**config.mk**
```make
export PLATFORM = sky130hd
export DESIGN_NAME = rss_core
export DESIGN_NICKNAME = d
export VERILOG_FILES = /design/src/rss_pkg.sv /design/src/rss_sync.sv /design/src/rss_dac.sv /design/src/rss_core.sv
export SDC_FILE = /design/constraint.sdc
export NUM_CORES = 1
export LEC_CHECK = 0
export BUFFER_PORTS_ARGS = -buffer_cell sky130_fd_sc_hd__buf_2
export CAP_MARGIN = 20
export CORE_ASPECT_RATIO = 0.6
export CORE_MARGIN = 4
export CORE_UTILIZATION = 35
export DETAILED_ROUTE_END_ITERATION = 8
export HOLD_SLACK_MARGIN = 0.05
export PLACE_DENSITY = 0.61
export SKIP_LAST_GASP = 1
export SYNTH_ARGS = -nofsm -noshare
export SYNTH_HDL_FRONTEND = slang
export SYNTH_SLANG_ARGS = --single-unit
```
**constraint.sdc**
```tcl
create_clock -name mclk -period 5.2 [get_ports mclk]
set_input_delay 1.56 -clock mclk [delete_from_list [all_inputs] [get_ports mclk]]
set_output_delay 1.56 -clock mclk [all_outputs]
set_load 0.01 [all_outputs]
```
**src/rss_pkg.sv**
```systemverilog
package rss_pkg;
	localparam int W = 12;
	typedef logic [W-1:0] rss_cnt_t;
	localparam rss_cnt_t CNT_ONE = 12'h001;
	localparam rss_cnt_t CNT_ZERO = 12'h000;

	// Register byte offsets
	localparam logic [7:0] A_CTRL = 8'h00;
	localparam logic [7:0] A_STEP = 8'h04;
	localparam logic [7:0] A_DIV = 8'h08;
	localparam logic [7:0] A_LIMIT = 8'h0C;
	localparam logic [7:0] A_FCNT = 8'h10;
	localparam logic [7:0] A_STAT = 8'h14;
	localparam logic [7:0] A_MASK = 8'h18;
	localparam logic [7:0] A_CNT = 8'h1C;

	// CTRL bits
	localparam int C_EN = 0;
	localparam int C_AUTO = 1;
	localparam int C_FCLR = 2;

	// Reset values
	localparam logic [1:0] CTRL_RST = 2'h0;
	localparam rss_cnt_t STEP_RST = 12'h004;
	localparam logic [3:0] DIV_RST = 4'h1;
	localparam rss_cnt_t LIMIT_RST = 12'h800;
	localparam logic [3:0] FCNT_RST = 4'h3;
	localparam logic [3:0] NIB_ONE = 4'h1;
	localparam logic [3:0] NIB_ZERO = 4'h0;

	// Event / status bits
	localparam int EV_W = 4;
	localparam int E_SSGO = 0;
	localparam int E_SSEND = 1;
	localparam int E_TMAX = 2;
	localparam int E_FLT = 3;

	// Counter view register fields
	localparam int F_RAMP = 0;
	localparam int F_SS = 12;
	localparam int F_FLT = 13;
	localparam int F_REP = 14;
	localparam int F_CNT = 16;

	// Auto-recovery wait
	localparam int unsigned CLK_NS = 100;
	localparam int unsigned RECOV_NS = 1000000;
	localparam int RC_W = 14;

	typedef struct packed {
		logic hs_on;
		logic ls_on;
	} rss_drv_t;

	typedef struct packed {
		logic seq_done;
		logic oncmp_hi;
		logic fb_skip;
		logic fb_reg;
		logic dt_done;
	} rss_sense_t;

	typedef enum logic [5:0] {
		S_IDLE = 6'h01,
		S_HS = 6'h02,
		S_DT1 = 6'h04,
		S_LS = 6'h08,
		S_DT2 = 6'h10,
		S_FLT = 6'h20
	} rss_state_t;
endpackage

```
**src/rss_sync.sv**
```systemverilog
`timescale 1ns/10ps
`default_nettype none
module rss_sync #(
	parameter int WD = 1
) (
	input wire logic mclk, // Clock
	input wire logic resetn, // Async reset, active low
	input wire logic [WD-1:0] din, // Asynchronous input
	output logic [WD-1:0] dout // Filtered, synchronous
);
	logic [WD-1:0] s1_q, s2_q, s3_q, out_q, out_d;

	always_comb begin
		out_d = (s2_q == s3_q) ? s3_q : out_q;
	end

	always_ff @(posedge mclk or negedge resetn) begin
		if (!resetn) begin
			s1_q <= '0;
			s2_q <= '0;
			s3_q <= '0;
			out_q <= '0;
		end else begin
			s1_q <= din;
			s2_q <= s1_q;
			s3_q <= s2_q;
			out_q <= out_d;
		end
	end

	assign dout = out_q;
endmodule
`default_nettype wire

```
**src/rss_dac.sv**
```systemverilog
`timescale 1ns/10ps
`default_nettype none
module rss_dac (
	input wire logic mclk, // Clock
	input wire logic resetn, // Async reset, active low
	input wire logic active, // Soft-start placed
	input wire rss_pkg::rss_cnt_t ramp, // Ramp counter bus
	output rss_pkg::rss_cnt_t dac_ref // Comparator reference code
);
	rss_pkg::rss_cnt_t ref_q, ref_d;

	// Held at zero until soft-start, then tracks every ramp step
	always_comb begin
		ref_d = active ? ramp : rss_pkg::CNT_ZERO; // [RULE_12]
	end

	always_ff @(posedge mclk or negedge resetn) begin
		if (!resetn) begin
			ref_q <= rss_pkg::CNT_ZERO;
		end else begin
			ref_q <= ref_d;
		end
	end

	assign dac_ref = ref_q;
endmodule
`default_nettype wire

```
**src/rss_core.sv**
```systemverilog
// How it works
// RULE_01 - Startup completion loads the ramp counter with last high-side on-time.
// RULE_02 - Ramp counter only counts up and saturates at longest on-interval.
// RULE_03 - Each low-side pulse advances the ramp by the programmed step size.
// RULE_04 - Low-side pulses may be divided so only every Nth advances.
// RULE_05 - Skip-entry or in-regulation feedback forces the ramp to its maximum.
// RULE_06 - On-time counter counts up in high side, down to zero in low side.
// RULE_07 - Count direction flips on reaching the limit or comparator end.
// RULE_08 - Configured number of limit events gives latch-off or auto-recovery.
// RULE_09 - During soft-start the limit reference reloads from ramp each cycle.
// RULE_10 - Limit faults ignored in soft-start; enabled when ramp equals limit.
// RULE_11 - Current-sense comparator ending first takes precedence over limit.
// RULE_12 - D/A reference is held low then follows each ramp increment.
// RULE_13 - After load, high side stays on while counter climbs to ramp value.
// RULE_14 - Dead-time then low side on until on-time counter returns to zero.
// RULE_15 - Repetition feature off at soft-start, on once comparator drops in-cycle.
// RULE_16 - Start only when zero-voltage interval is under twice last on-time.
// RULE_17 - Ramp, on-time counter and limit share one width and time base.
`timescale 1ns/10ps
`default_nettype none
module rss_core #(
	parameter int RECOV_CYC = rss_pkg::RECOV_NS / rss_pkg::CLK_NS
) (
	input wire logic mclk, // Clock, 10 MHz
	input wire logic resetn, // Async reset, active low
	input wire logic hsel, // AHB select
	input wire logic [31:0] haddr, // AHB address
	input wire logic [1:0] htrans, // AHB transfer type
	input wire logic hwrite, // AHB write
	input wire logic [2:0] hsize, // AHB size, word only
	input wire logic [31:0] hwdata, // AHB write data
	input wire logic hready, // AHB bus ready
	output logic [31:0] hrdata, // AHB read data
	output logic hreadyout, // AHB slave ready
	output logic hresp, // AHB response, always OKAY
	input wire rss_pkg::rss_sense_t sense, // Async status pins
	input wire rss_pkg::rss_cnt_t last_on_time, // Last startup high-side on-time
	input wire rss_pkg::rss_cnt_t zvs_interval, // Turn-off to ZVS interval
	output rss_pkg::rss_drv_t drv, // Gate requests
	output rss_pkg::rss_cnt_t dac_ref, // On-time comparator reference
	output logic rep_en, // Previous on-time repetition enable
	output logic fault, // Protection active
	output logic irq // Interrupt, level
);
	rss_pkg::rss_sense_t sn;
	rss_pkg::rss_cnt_t last_s, zvs_s;
	logic dt_prev_q, seq_prev_q;
	logic dt_rise, seq_rise, start_ev;

	rss_sync #(.WD($bits(rss_pkg::rss_sense_t))) u_sync_sense (
		.mclk(mclk),
		.resetn(resetn),
		.din(sense),
		.dout(sn)
	);
	rss_sync #(.WD(rss_pkg::W)) u_sync_last (
		.mclk(mclk),
		.resetn(resetn),
		.din(last_on_time),
		.dout(last_s)
	);
	rss_sync #(.WD(rss_pkg::W)) u_sync_zvs (
		.mclk(mclk),
		.resetn(resetn),
		.din(zvs_interval),
		.dout(zvs_s)
	);

	// Register file
	logic [1:0] ctrl_q, ctrl_d;
	rss_pkg::rss_cnt_t step_q, step_d, limit_q, limit_d;
	logic [3:0] div_q, div_d, fset_q, fset_d;
	logic [rss_pkg::EV_W-1:0] stat_q, stat_d, mask_q, mask_d, ev;
	logic [31:0] hrdata_q, hrdata_d;
	logic dph_q, dph_d, irq_q, irq_d;
	logic [7:0] waddr_q, waddr_d;
	logic aph, fclr;

	// Control state
	rss_pkg::rss_state_t state_q, state_d;
	rss_pkg::rss_cnt_t ramp_q, ramp_d, cnt_q, cnt_d, lref_q, lref_d;
	rss_pkg::rss_drv_t drv_q, drv_d;
	logic [3:0] lsdiv_q, lsdiv_d, fcnt_q, fcnt_d;
	logic [rss_pkg::RC_W-1:0] rc_q, rc_d;
	logic ss_q, ss_d, rep_q, rep_d, flt_q, flt_d;
	logic [rss_pkg::W:0] ramp_sum;

	function automatic logic hit(input logic [7:0] a, input logic [7:0] off);
		hit = (a[7:2] == off[7:2]);
	endfunction

	assign dt_rise = sn.dt_done & ~dt_prev_q;
	assign seq_rise = sn.seq_done & ~seq_prev_q;
	assign start_ev = seq_rise && ctrl_q[rss_pkg::C_EN] && state_q == rss_pkg::S_IDLE
		&& ({1'b0, zvs_s} < {last_s, 1'b0}); // [RULE_16]
	assign aph = hsel && htrans[1] && hready;
	assign fclr = dph_q && hit(waddr_q, rss_pkg::A_CTRL) && hwdata[rss_pkg::C_FCLR];

	// Bus slave: zero wait, read data fetched in address phase
	always_comb begin
		dph_d = aph && hwrite;
		waddr_d = aph ? haddr[7:0] : waddr_q;
		hrdata_d = 32'h0000_0000;
		if (aph && !hwrite) begin
			if (hit(haddr[7:0], rss_pkg::A_CTRL)) hrdata_d[1:0] = ctrl_q;
			if (hit(haddr[7:0], rss_pkg::A_STEP)) hrdata_d[rss_pkg::W-1:0] = step_q;
			if (hit(haddr[7:0], rss_pkg::A_DIV)) hrdata_d[3:0] = div_q;
			if (hit(haddr[7:0], rss_pkg::A_LIMIT)) hrdata_d[rss_pkg::W-1:0] = limit_q;
			if (hit(haddr[7:0], rss_pkg::A_FCNT)) hrdata_d[3:0] = fset_q;
			if (hit(haddr[7:0], rss_pkg::A_STAT)) hrdata_d[rss_pkg::EV_W-1:0] = stat_q;
			if (hit(haddr[7:0], rss_pkg::A_MASK)) hrdata_d[rss_pkg::EV_W-1:0] = mask_q;
			if (hit(haddr[7:0], rss_pkg::A_CNT)) begin
				hrdata_d[rss_pkg::F_RAMP +: rss_pkg::W] = ramp_q;
				hrdata_d[rss_pkg::F_SS] = ss_q;
				hrdata_d[rss_pkg::F_FLT] = flt_q;
				hrdata_d[rss_pkg::F_REP] = rep_q;
				hrdata_d[rss_pkg::F_CNT +: rss_pkg::W] = cnt_q;
			end
		end
		ctrl_d = ctrl_q;
		step_d = step_q;
		div_d = div_q;
		limit_d = limit_q;
		fset_d = fset_q;
		mask_d = mask_q;
		stat_d = stat_q | ev;
		if (dph_q) begin
			if (hit(waddr_q, rss_pkg::A_CTRL)) ctrl_d = hwdata[1:0];
			if (hit(waddr_q, rss_pkg::A_STEP)) step_d = hwdata[rss_pkg::W-1:0];
			if (hit(waddr_q, rss_pkg::A_DIV)) div_d = hwdata[3:0];
			if (hit(waddr_q, rss_pkg::A_LIMIT)) limit_d = hwdata[rss_pkg::W-1:0];
			if (hit(waddr_q, rss_pkg::A_FCNT)) fset_d = hwdata[3:0];
			if (hit(waddr_q, rss_pkg::A_MASK)) mask_d = hwdata[rss_pkg::EV_W-1:0];
			// Set wins over the write-one clear
			if (hit(waddr_q, rss_pkg::A_STAT)) begin
				stat_d = (stat_q & ~hwdata[rss_pkg::EV_W-1:0]) | ev;
			end
		end
		irq_d = |(stat_d & mask_d);
	end

	always_ff @(posedge mclk or negedge resetn) begin
		if (!resetn) begin
			dph_q <= 1'b0;
			waddr_q <= 8'h00;
			hrdata_q <= 32'h0000_0000;
			ctrl_q <= rss_pkg::CTRL_RST;
			step_q <= rss_pkg::STEP_RST;
			div_q <= rss_pkg::DIV_RST;
			limit_q <= rss_pkg::LIMIT_RST;
			fset_q <= rss_pkg::FCNT_RST;
			stat_q <= '0;
			mask_q <= '0;
			irq_q <= 1'b0;
		end else begin
			dph_q <= dph_d;
			waddr_q <= waddr_d;
			hrdata_q <= hrdata_d;
			ctrl_q <= ctrl_d;
			step_q <= step_d;
			div_q <= div_d;
			limit_q <= limit_d;
			fset_q <= fset_d;
			stat_q <= stat_d;
			mask_q <= mask_d;
			irq_q <= irq_d;
		end
	end

	// Switching sequencer
	always_comb begin
		state_d = state_q;
		ramp_d = ramp_q;
		cnt_d = cnt_q;
		lref_d = lref_q;
		lsdiv_d = lsdiv_q;
		fcnt_d = fcnt_q;
		rc_d = rc_q;
		ss_d = ss_q;
		rep_d = rep_q;
		flt_d = flt_q;
		ev = '0;
		ramp_sum = {1'b0, ramp_q} + {1'b0, step_q};
		unique case (state_q)
			rss_pkg::S_IDLE: begin
				if (start_ev) begin
					ramp_d = last_s; // [RULE_01]
					lref_d = last_s; // [RULE_13]
					cnt_d = rss_pkg::CNT_ZERO;
					lsdiv_d = rss_pkg::NIB_ZERO;
					fcnt_d = rss_pkg::NIB_ZERO;
					ss_d = 1'b1;
					rep_d = 1'b0; // [RULE_15]
					ev[rss_pkg::E_SSGO] = 1'b1;
					state_d = rss_pkg::S_HS;
				end
			end
			rss_pkg::S_HS: begin
				if (!sn.oncmp_hi) begin
					rep_d = 1'b1; // [RULE_15]
					state_d = rss_pkg::S_DT1; // [RULE_11] [RULE_07]
				end else if (cnt_q >= lref_q) begin
					state_d = rss_pkg::S_DT1; // [RULE_07]
					if (!ss_q) begin
						ev[rss_pkg::E_TMAX] = 1'b1; // [RULE_10]
						fcnt_d = fcnt_q + rss_pkg::NIB_ONE;
						if (fcnt_d >= fset_q) begin
							flt_d = 1'b1; // [RULE_08]
							ev[rss_pkg::E_FLT] = 1'b1;
							rc_d = '0;
							state_d = rss_pkg::S_FLT;
						end
					end
				end else begin
					cnt_d = cnt_q + rss_pkg::CNT_ONE; // [RULE_06] [RULE_13]
				end
			end
			rss_pkg::S_DT1: begin
				if (dt_rise) begin
					state_d = rss_pkg::S_LS; // [RULE_14]
					// Each low-side pulse clocks the ramp, optionally divided
					if (lsdiv_q + rss_pkg::NIB_ONE >= div_q) begin // [RULE_04]
						lsdiv_d = rss_pkg::NIB_ZERO;
						if (ss_q && ramp_q < limit_q) begin
							ramp_d = (ramp_sum >= {1'b0, limit_q}) ? limit_q
								: ramp_sum[rss_pkg::W-1:0]; // [RULE_02] [RULE_03]
						end
					end else begin
						lsdiv_d = lsdiv_q + rss_pkg::NIB_ONE;
					end
				end
			end
			rss_pkg::S_LS: begin
				if (cnt_q == rss_pkg::CNT_ZERO) begin
					state_d = rss_pkg::S_DT2; // [RULE_14]
				end else begin
					cnt_d = cnt_q - rss_pkg::CNT_ONE; // [RULE_06]
				end
			end
			rss_pkg::S_DT2: begin
				if (dt_rise) begin
					lref_d = ss_q ? ramp_q : limit_q; // [RULE_09] [RULE_17]
					state_d = rss_pkg::S_HS;
				end
			end
			rss_pkg::S_FLT: begin
				if (ctrl_q[rss_pkg::C_AUTO]) begin
					rc_d = rc_q + 1'b1;
					if (rc_q >= rss_pkg::RC_W'(RECOV_CYC - 1)) begin
						flt_d = 1'b0; // [RULE_08]
						state_d = rss_pkg::S_IDLE;
					end
				end else if (fclr) begin
					flt_d = 1'b0; // [RULE_08]
					state_d = rss_pkg::S_IDLE;
				end
			end
			default: state_d = rss_pkg::S_IDLE;
		endcase
		// Feedback ends soft-start early
		if (ss_q && (sn.fb_skip || sn.fb_reg) && ramp_q < limit_q) begin
			ramp_d = limit_q; // [RULE_05]
		end
		if (ss_q && ramp_q >= limit_q) begin
			ss_d = 1'b0; // [RULE_10]
			ev[rss_pkg::E_SSEND] = 1'b1;
		end
		if (!ctrl_q[rss_pkg::C_EN] && state_q != rss_pkg::S_FLT) begin
			state_d = rss_pkg::S_IDLE;
			ss_d = 1'b0;
		end
		drv_d.hs_on = (state_d == rss_pkg::S_HS); // [RULE_13]
		drv_d.ls_on = (state_d == rss_pkg::S_LS); // [RULE_14]
	end

	always_ff @(posedge mclk or negedge resetn) begin
		if (!resetn) begin
			state_q <= rss_pkg::S_IDLE;
			ramp_q <= rss_pkg::CNT_ZERO;
			cnt_q <= rss_pkg::CNT_ZERO;
			lref_q <= rss_pkg::CNT_ZERO;
			lsdiv_q <= rss_pkg::NIB_ZERO;
			fcnt_q <= rss_pkg::NIB_ZERO;
			rc_q <= '0;
			ss_q <= 1'b0;
			rep_q <= 1'b0;
			flt_q <= 1'b0;
			drv_q <= '0;
			dt_prev_q <= 1'b0;
			seq_prev_q <= 1'b0;
		end else begin
			state_q <= state_d;
			ramp_q <= ramp_d;
			cnt_q <= cnt_d;
			lref_q <= lref_d;
			lsdiv_q <= lsdiv_d;
			fcnt_q <= fcnt_d;
			rc_q <= rc_d;
			ss_q <= ss_d;
			rep_q <= rep_d;
			flt_q <= flt_d;
			drv_q <= drv_d;
			dt_prev_q <= sn.dt_done;
			seq_prev_q <= sn.seq_done;
		end
	end

	rss_dac u_dac (
		.mclk(mclk),
		.resetn(resetn),
		.active(ss_q || state_q != rss_pkg::S_IDLE),
		.ramp(ramp_q),
		.dac_ref(dac_ref)
	);

	logic hresp_q;
	always_ff @(posedge mclk or negedge resetn) begin
		if (!resetn) begin
			hresp_q <= 1'b0;
		end else begin
			hresp_q <= 1'b0;
		end
	end

	assign hrdata = hrdata_q;
	assign hreadyout = 1'b1 | hresp_q;
	assign hresp = hresp_q;
	assign drv = drv_q;
	assign rep_en = rep_q;
	assign fault = flt_q;
	assign irq = irq_q;
endmodule
`default_nettype wire

```
* Word-level counts from Yosys, hierarchy flattened
Index checks and enable logic that the tools add are counted.
** Word-level totals
- Bits in latches :: 0
- Output and inout port bits :: 51
- Word-level logic and storage cells :: 229
- Memories kept :: 0
- Memory bits (read-only) :: 0
- Register bits after elaboration :: 278
- Bits in writable memories :: 0
- Input bits :: 103
** Operators by class
- Div/mod/pow operators :: 0
- Order comparisons :: 8
- $mul :: 0
- Mux-type cells :: 81
- Equality and inequality tests :: 43
- $add $sub $neg :: 6
- Bitwise operators :: 9
- Shift operators :: 0
- Reductions and logical operators :: 44
** Operator list (count)
- 12-bit two-way mux :: 17
- 6-bit two-way mux :: 12
- 14-bit two-way mux :: 5
- 4-bit two-way mux :: 14
- 6-bit by 3-bit == test with 1-bit output (second input constant) :: 8
- 12-bit one-hot mux with 2 select lines :: 2
- 6-bit by 2-bit == test with 1-bit output (second input constant) :: 6
- 12-bit one-hot mux with 3 select lines :: 1
- 6-bit one-hot mux with 6 select lines :: 1
- 15-bit two-way mux :: 2
- 14-bit one-hot mux with 2 select lines :: 1
- 12-bit == test :: 2
- 12-bit >= comparator :: 2
- 2-bit inequality test (second input constant) :: 10
- 6-bit by 1-bit == test with 1-bit output (second input constant) :: 3
- 1-bit two-way mux :: 17
- 4-bit one-hot mux with 2 select lines :: 2
- 3-bit inequality test (second input constant) :: 5
- 5-bit AND reduction :: 3
- 14-bit by 1-bit adder with 14-bit output (second input constant) :: 1
- 14-bit >= comparator (second input constant) :: 1
- 1-bit logical AND :: 14
- 12-bit by 12-bit adder with 13-bit output :: 1
- 13-bit by 12-bit >= comparator with 1-bit output :: 1
- other kinds (32) :: 60

* Logic depth before layout (Yosys ltp)
- Depth after elaboration :: 12
- Mapped depth :: 17
- Mapped depth without buffers :: 17

* Hierarchy
A second synthesis with hierarchy kept.
** Unflattened totals
- Cell total of the unflattened synthesis :: 1215
- Area total of the unflattened synthesis :: 13603.0 um^2
** By module, submodules not included
- rss_core :: area each 9599.2 um^2, cells each 1001, seq. area each 3711.1 um^2, times used 1
- rss_sync at u_sync_last ... :: area each 1476.4 um^2, cells each 77, seq. area each 1201.2 um^2, times used 2
- rss_sync at u_sync_sense :: area each 654.4 um^2, cells each 35, seq. area each 500.5 um^2, times used 1
- rss_dac :: area each 396.6 um^2, cells each 25, seq. area each 300.3 um^2, times used 1

* Worst setup path after synthesis
No wires, ideal clock.
- Path kind :: flip-flop to flip-flop
- From :: register ramp_q[0]
- To :: register ramp_q[0]
- Setup time :: 0.126 ns
- Period minus slack after synthesis :: 3.919 ns
- Path buffers :: 0
- Arrival :: 3.793 ns
- Stages on the path, launching flop included :: 18
- Data required time :: 5.074 ns
- Setup slack :: 1.281 ns
- Cells stage by stage :: dfrtp_1 ha_1 fa_1 a21o_1 and4_1 or2_2 or4_1 o21ai_0 xnor2_1 ha_1 a21oi_1 o211ai_1 a41oi_1 nor2_1 and2_0 nor2_1 o21ai_4 a221o_1
** Between the ends
- Cells in the longest elaborated chain, start to end :: 8
- Elaborated cells on any way between the ends :: 17
- Those cells by class :: add/sub: 1; order compare: 2; eq/ne: 4; mux: 6; reduce/logical: 4
** RTL lines
- start, declared :: line rss_core.sv:81 : rss_pkg::rss_cnt_t ramp_q, ramp_d, cnt_q, cnt_d, lref_q, lref_d;
- start signal, assigned :: line rss_core.sv:279 : ramp_q <= rss_pkg::CNT_ZERO;
- start signal, assigned :: line rss_core.sv:293 : ramp_q <= ramp_d;
- 12-bit by 12-bit adder with 13-bit output :: line rss_core.sv:183 : ramp_sum = {1'b0, ramp_q} + {1'b0, step_q};
- 13-bit by 12-bit >= comparator with 1-bit output :: line rss_core.sv:225 : ramp_d = (ramp_sum >= {1'b0, limit_q}) ? limit_q
- 12-bit two-way mux :: line rss_core.sv:225
- 12-bit two-way mux :: line rss_core.sv:224 : if (ss_q && ramp_q < limit_q) begin
- 12-bit two-way mux :: line rss_core.sv:222 : if (lsdiv_q + rss_pkg::NIB_ONE >= div_q) begin
- 12-bit two-way mux :: line rss_core.sv:219 : if (dt_rise) begin
- 12-bit one-hot mux with 2 select lines :: line rss_core.sv:184 : unique case (state_q)
- 12-bit two-way mux :: line rss_core.sv:261 : if (ss_q && (sn.fb_skip || sn.fb_reg) && ramp_q < limit_q) begin
Parallel ways exist; a longest one is shown, timed or not. The select of a mux whose other input is x is not followed.
A chain may end at the register's enable or synchronous reset.

* Final worst setup path
- From :: register ramp_q[0]
- To :: register ramp_q[1]
Same word-level chain as after synthesis.

==> impl_results.md <==
* Status: finished clean
* Crit path max fanout at 8
* Clock power share at 35.6%
* Gate power share at 20.2%
* Critical path's top delay family: simple AND/OR/NAND/NOR gates
* Port Buf Inserts at 96
* Routed WL at 31,270 µm
* CP max-delay cell: dfrtp_1
* Setup crit end kind: flip-flop
* Tightest Pin Transition at 977.8 ps
* Pre-CTS setup slack at 734.5 ps
* Gate Count Post-Synth at 1,139
* Sum Neg Setup Slack at 0 ps
* WS Path Type: reg2reg
* Die H at 157.4 µm
* Worst Path Required at 5690 ps
* Leak at 6.999 nW
* Psw at 0.001709 W
* Clk_skew at 21.32 ps
* Post-CTS Setup Inserts at 0
* Maxcap violations at 0
* First-pass GRT wire length at 50,450 µm
* CTS buffer count at 26
* Post-route setup slack at 678.0 ps
* Peak supply drop at 0.2828 mV
* Nets at 1,432
* Max reg flops at 27
* Crit path time final at 4522 ps
* # diodes at 0
* Internal power contribution at 0.003948 W
* Drt pass-1 iters at 4
* Largest net degree at the start of global routing at 113
* Hold Vio Cnt, Final at 0
* RR Startpoint: ramp_q[0]
* Fill cell count at 3,486
* Full die area at 40,470 µm²
* Grt ovf at 0
* Part of the power in registers at 44.2%
* Maximum clock frequency at 221.1 MHz
* Max-slew violation count at 0
* Power per cell area at 376.7 nW/µm²
* CTS tree: built
* Worst Reg-to-Reg Cells at 17
* Synth Flop Type: dfrtp_1
* Period utilization at 86.96%
* Synth Cell Area at 13,030 µm²
* Commonest non-fill, non-tap cell in the layout: dfrtp_1
* Initial core utilization at 35.64%
* Die X at 257.1 µm
* Clock Latency Late Sink at 560 ps
* Critical Path AT at 5010 ps
* Vias in the first global route at 8,911
* # clock sinks at 275
* Type of the most critical hold path: reg2reg
* CTS root buffer: clkbuf_16
* Hpwl dp at 23,320 µm
* EDFF count, synth at 0
* Most frequent cells in the layout: 269 x dfrtp_1, 95 x buf_2, 85 x nor2_1, 84 x nand2_1, 79 x ha_1
* Sequential share of the synthesized area at 52.89%
* CTS max path bufs at 3
* RSZ-0062 raised after global routing: false
* Syn_area_per_cell at 11.44 µm²
* Startpoint Class: flip-flop
* Yosys reg bits at 275
* Net Sw Frac at 30.22%
* Area grow syn2layout at 15.31%
* Layout cells sized above 1 at 20.52%
* Total number of vias at 9,009
* CP startpoint: ramp_q[0]
* CP max stage delay at 470 ps
* FF-to-FF End: ramp_q[1]
* DRC errors left at 0
* Cell breakdown of the critical path: ha_1 > fa_1 > a21o_1 > and4_1 > or2_2 > or4_1 > o21ai_0 > xnor2_1 > ha_1 > a21oi_1 > o211ai_1 > nor3_1 > o211ai_1 > and2_0 > or2_2 > nor2_2 > a221o_1
* Slack of the worst reg-to-reg path at 680 ps
* Initial antenna violation count at 1
* H-tree Lvls at 1
* # resized after CTS at 0
* Worst slew margin at 34.12%
* CP Depth at 17
* Final setup vio count at 0
* Critical Path End: ramp_q[1]
* Antenna-violating nets left at 0
* Row Count at 54
* Clock transition at the registers of the reported paths at 70 ps
* Hold WS at 347.1 ps
* Vias per cell at 5.087
* WP buf/inv at 0
* Core area at 36,550 µm²
* Synth warnings at 0
* IO Pins at 154
* Ys async rst share at 100.0%
* Gpl congestion at 0.8751
* Routed len/inst at 17.65 µm
* Total global-route track usage at 15.52%
* Iter 0 DRT Violations at 513
* Hold buffers post-CTS at 0
* Distinct cell type count after synthesis at 78
metal layers:
layer  part of all wire, %  up-vias  track usage (%)
li1                      -     4281                -
met1                    51     4458            24.21
met2                    41      231            22.38
met3                   6.2       37            3.136
met4                   1.5        2            2.880
met5                 0.042        -                0
worst register-to-register path, stage by stage, from the launching register on:
cell and delay (ps):
dfrtp_1 470, ha_1 260, fa_1 420, a21o_1 220, and4_1 220, or2_2 300
or4_1 390, o21ai_0 110, xnor2_1 140, ha_1 190, a21oi_1 140, o211ai_1 160
nor3_1 170, o211ai_1 100, and2_0 220, or2_2 370, nor2_2 370, a221o_1 230
logic make-up (layout without fill, tap and decap cells):
logic type	Yosys count	count (layout)	share of synthesized area [%]
simple gates	333	333	13.15
xor+xnor	63	63	4.236
buf+inv	88	211	2.862
mux	92	92	7.991
fa+ha+maj	81	81	7.896
flops	275	275	52.89
compound gates	205	205	10.92
other cells	2	7	0.05765
worst min-delay path by stage:
stage,from,endpoint,slack (ps),depth (start not counted)
3_5_place_dp,u_sync_last.s1_q[7],u_sync_last.s2_q[7],330,0
4_1_cts,u_sync_last.s1_q[7],u_sync_last.s2_q[7],350,0
6_report,u_sync_zvs.s1_q[1],u_sync_zvs.s2_q[1],350,0
3_3_place_gp,u_sync_sense.s1_q[4],u_sync_sense.s2_q[4],330,0
5_1_grt,u_sync_zvs.s1_q[4],u_sync_zvs.s2_q[4],350,0
2_1_floorplan,u_sync_last.s1_q[0],u_sync_last.s2_q[0],330,0
layout make-up:
class / count / area [µm²] / area share (%)
flip-flops and latches: 275 / 6889 / 45.86
clock buffers: 31 / 719.4 / 4.790
multi-input cells: 781 / 5783 / 38.50
well taps: 504 / 630.6 / 4.198
inverters: 57 / 214.0 / 1.424
clock inverters: 16 / 198.9 / 1.324
repair buffers: 107 / 585.6 / 3.898
synthesized netlist by cell type, types with 8 or more instances:
master    instances  area share, %
o21ai_0          45            1.7
xor2_1           45            3.0
inv_1            56            1.6
xnor2_1          18            1.2
a21o_1           13           0.75
a222oi_1          8           0.61
nand3_1          32            1.2
nor4_1           16           0.77
o211ai_1          8           0.46
clkbuf_1         18           0.52
nand4_1           8           0.38
dfrtp_1         269             52
nand2b_1         12           0.58
a221o_1           9           0.69
nand2_1          84            2.4
and2_1           15           0.72
a22o_1           14           0.94
ha_1             79            7.6
a211oi_1         10           0.58
nor3_1           17           0.65
mux2_2           76            6.6
nor2_1           85            2.4
nor2b_1          17           0.82
mux2i_1          14            1.1
a21oi_1          46            1.8
and3_1            8           0.38
power groups by stage:
stage | clock (W) | combinational, W | sequential [W]
2_1_floorplan | 0 | 0.000825 | 0.00245
3_3_place_gp | 0 | 0.00110 | 0.00253
3_5_place_dp | 0 | 0.00113 | 0.00254
4_1_cts | 0.00207 | 0.00114 | 0.00250
5_1_grt | 0.00217 | 0.00129 | 0.00252
6_report | 0.00201 | 0.00114 | 0.00250
per-stage QoR:
step	power [W]	std cells	util [%]	area, µm²
finish	0.005658	1771	41.09	15020
global route	0.005974	1771	41.09	15020
floorplan	0.003280	1144	-	13050
global placement	0.003629	1723	38.56	14090
detailed placement	0.003669	1724	38.58	14100
CTS	0.005710	1771	41.09	15020
Power figures use the tool's default switching activity.
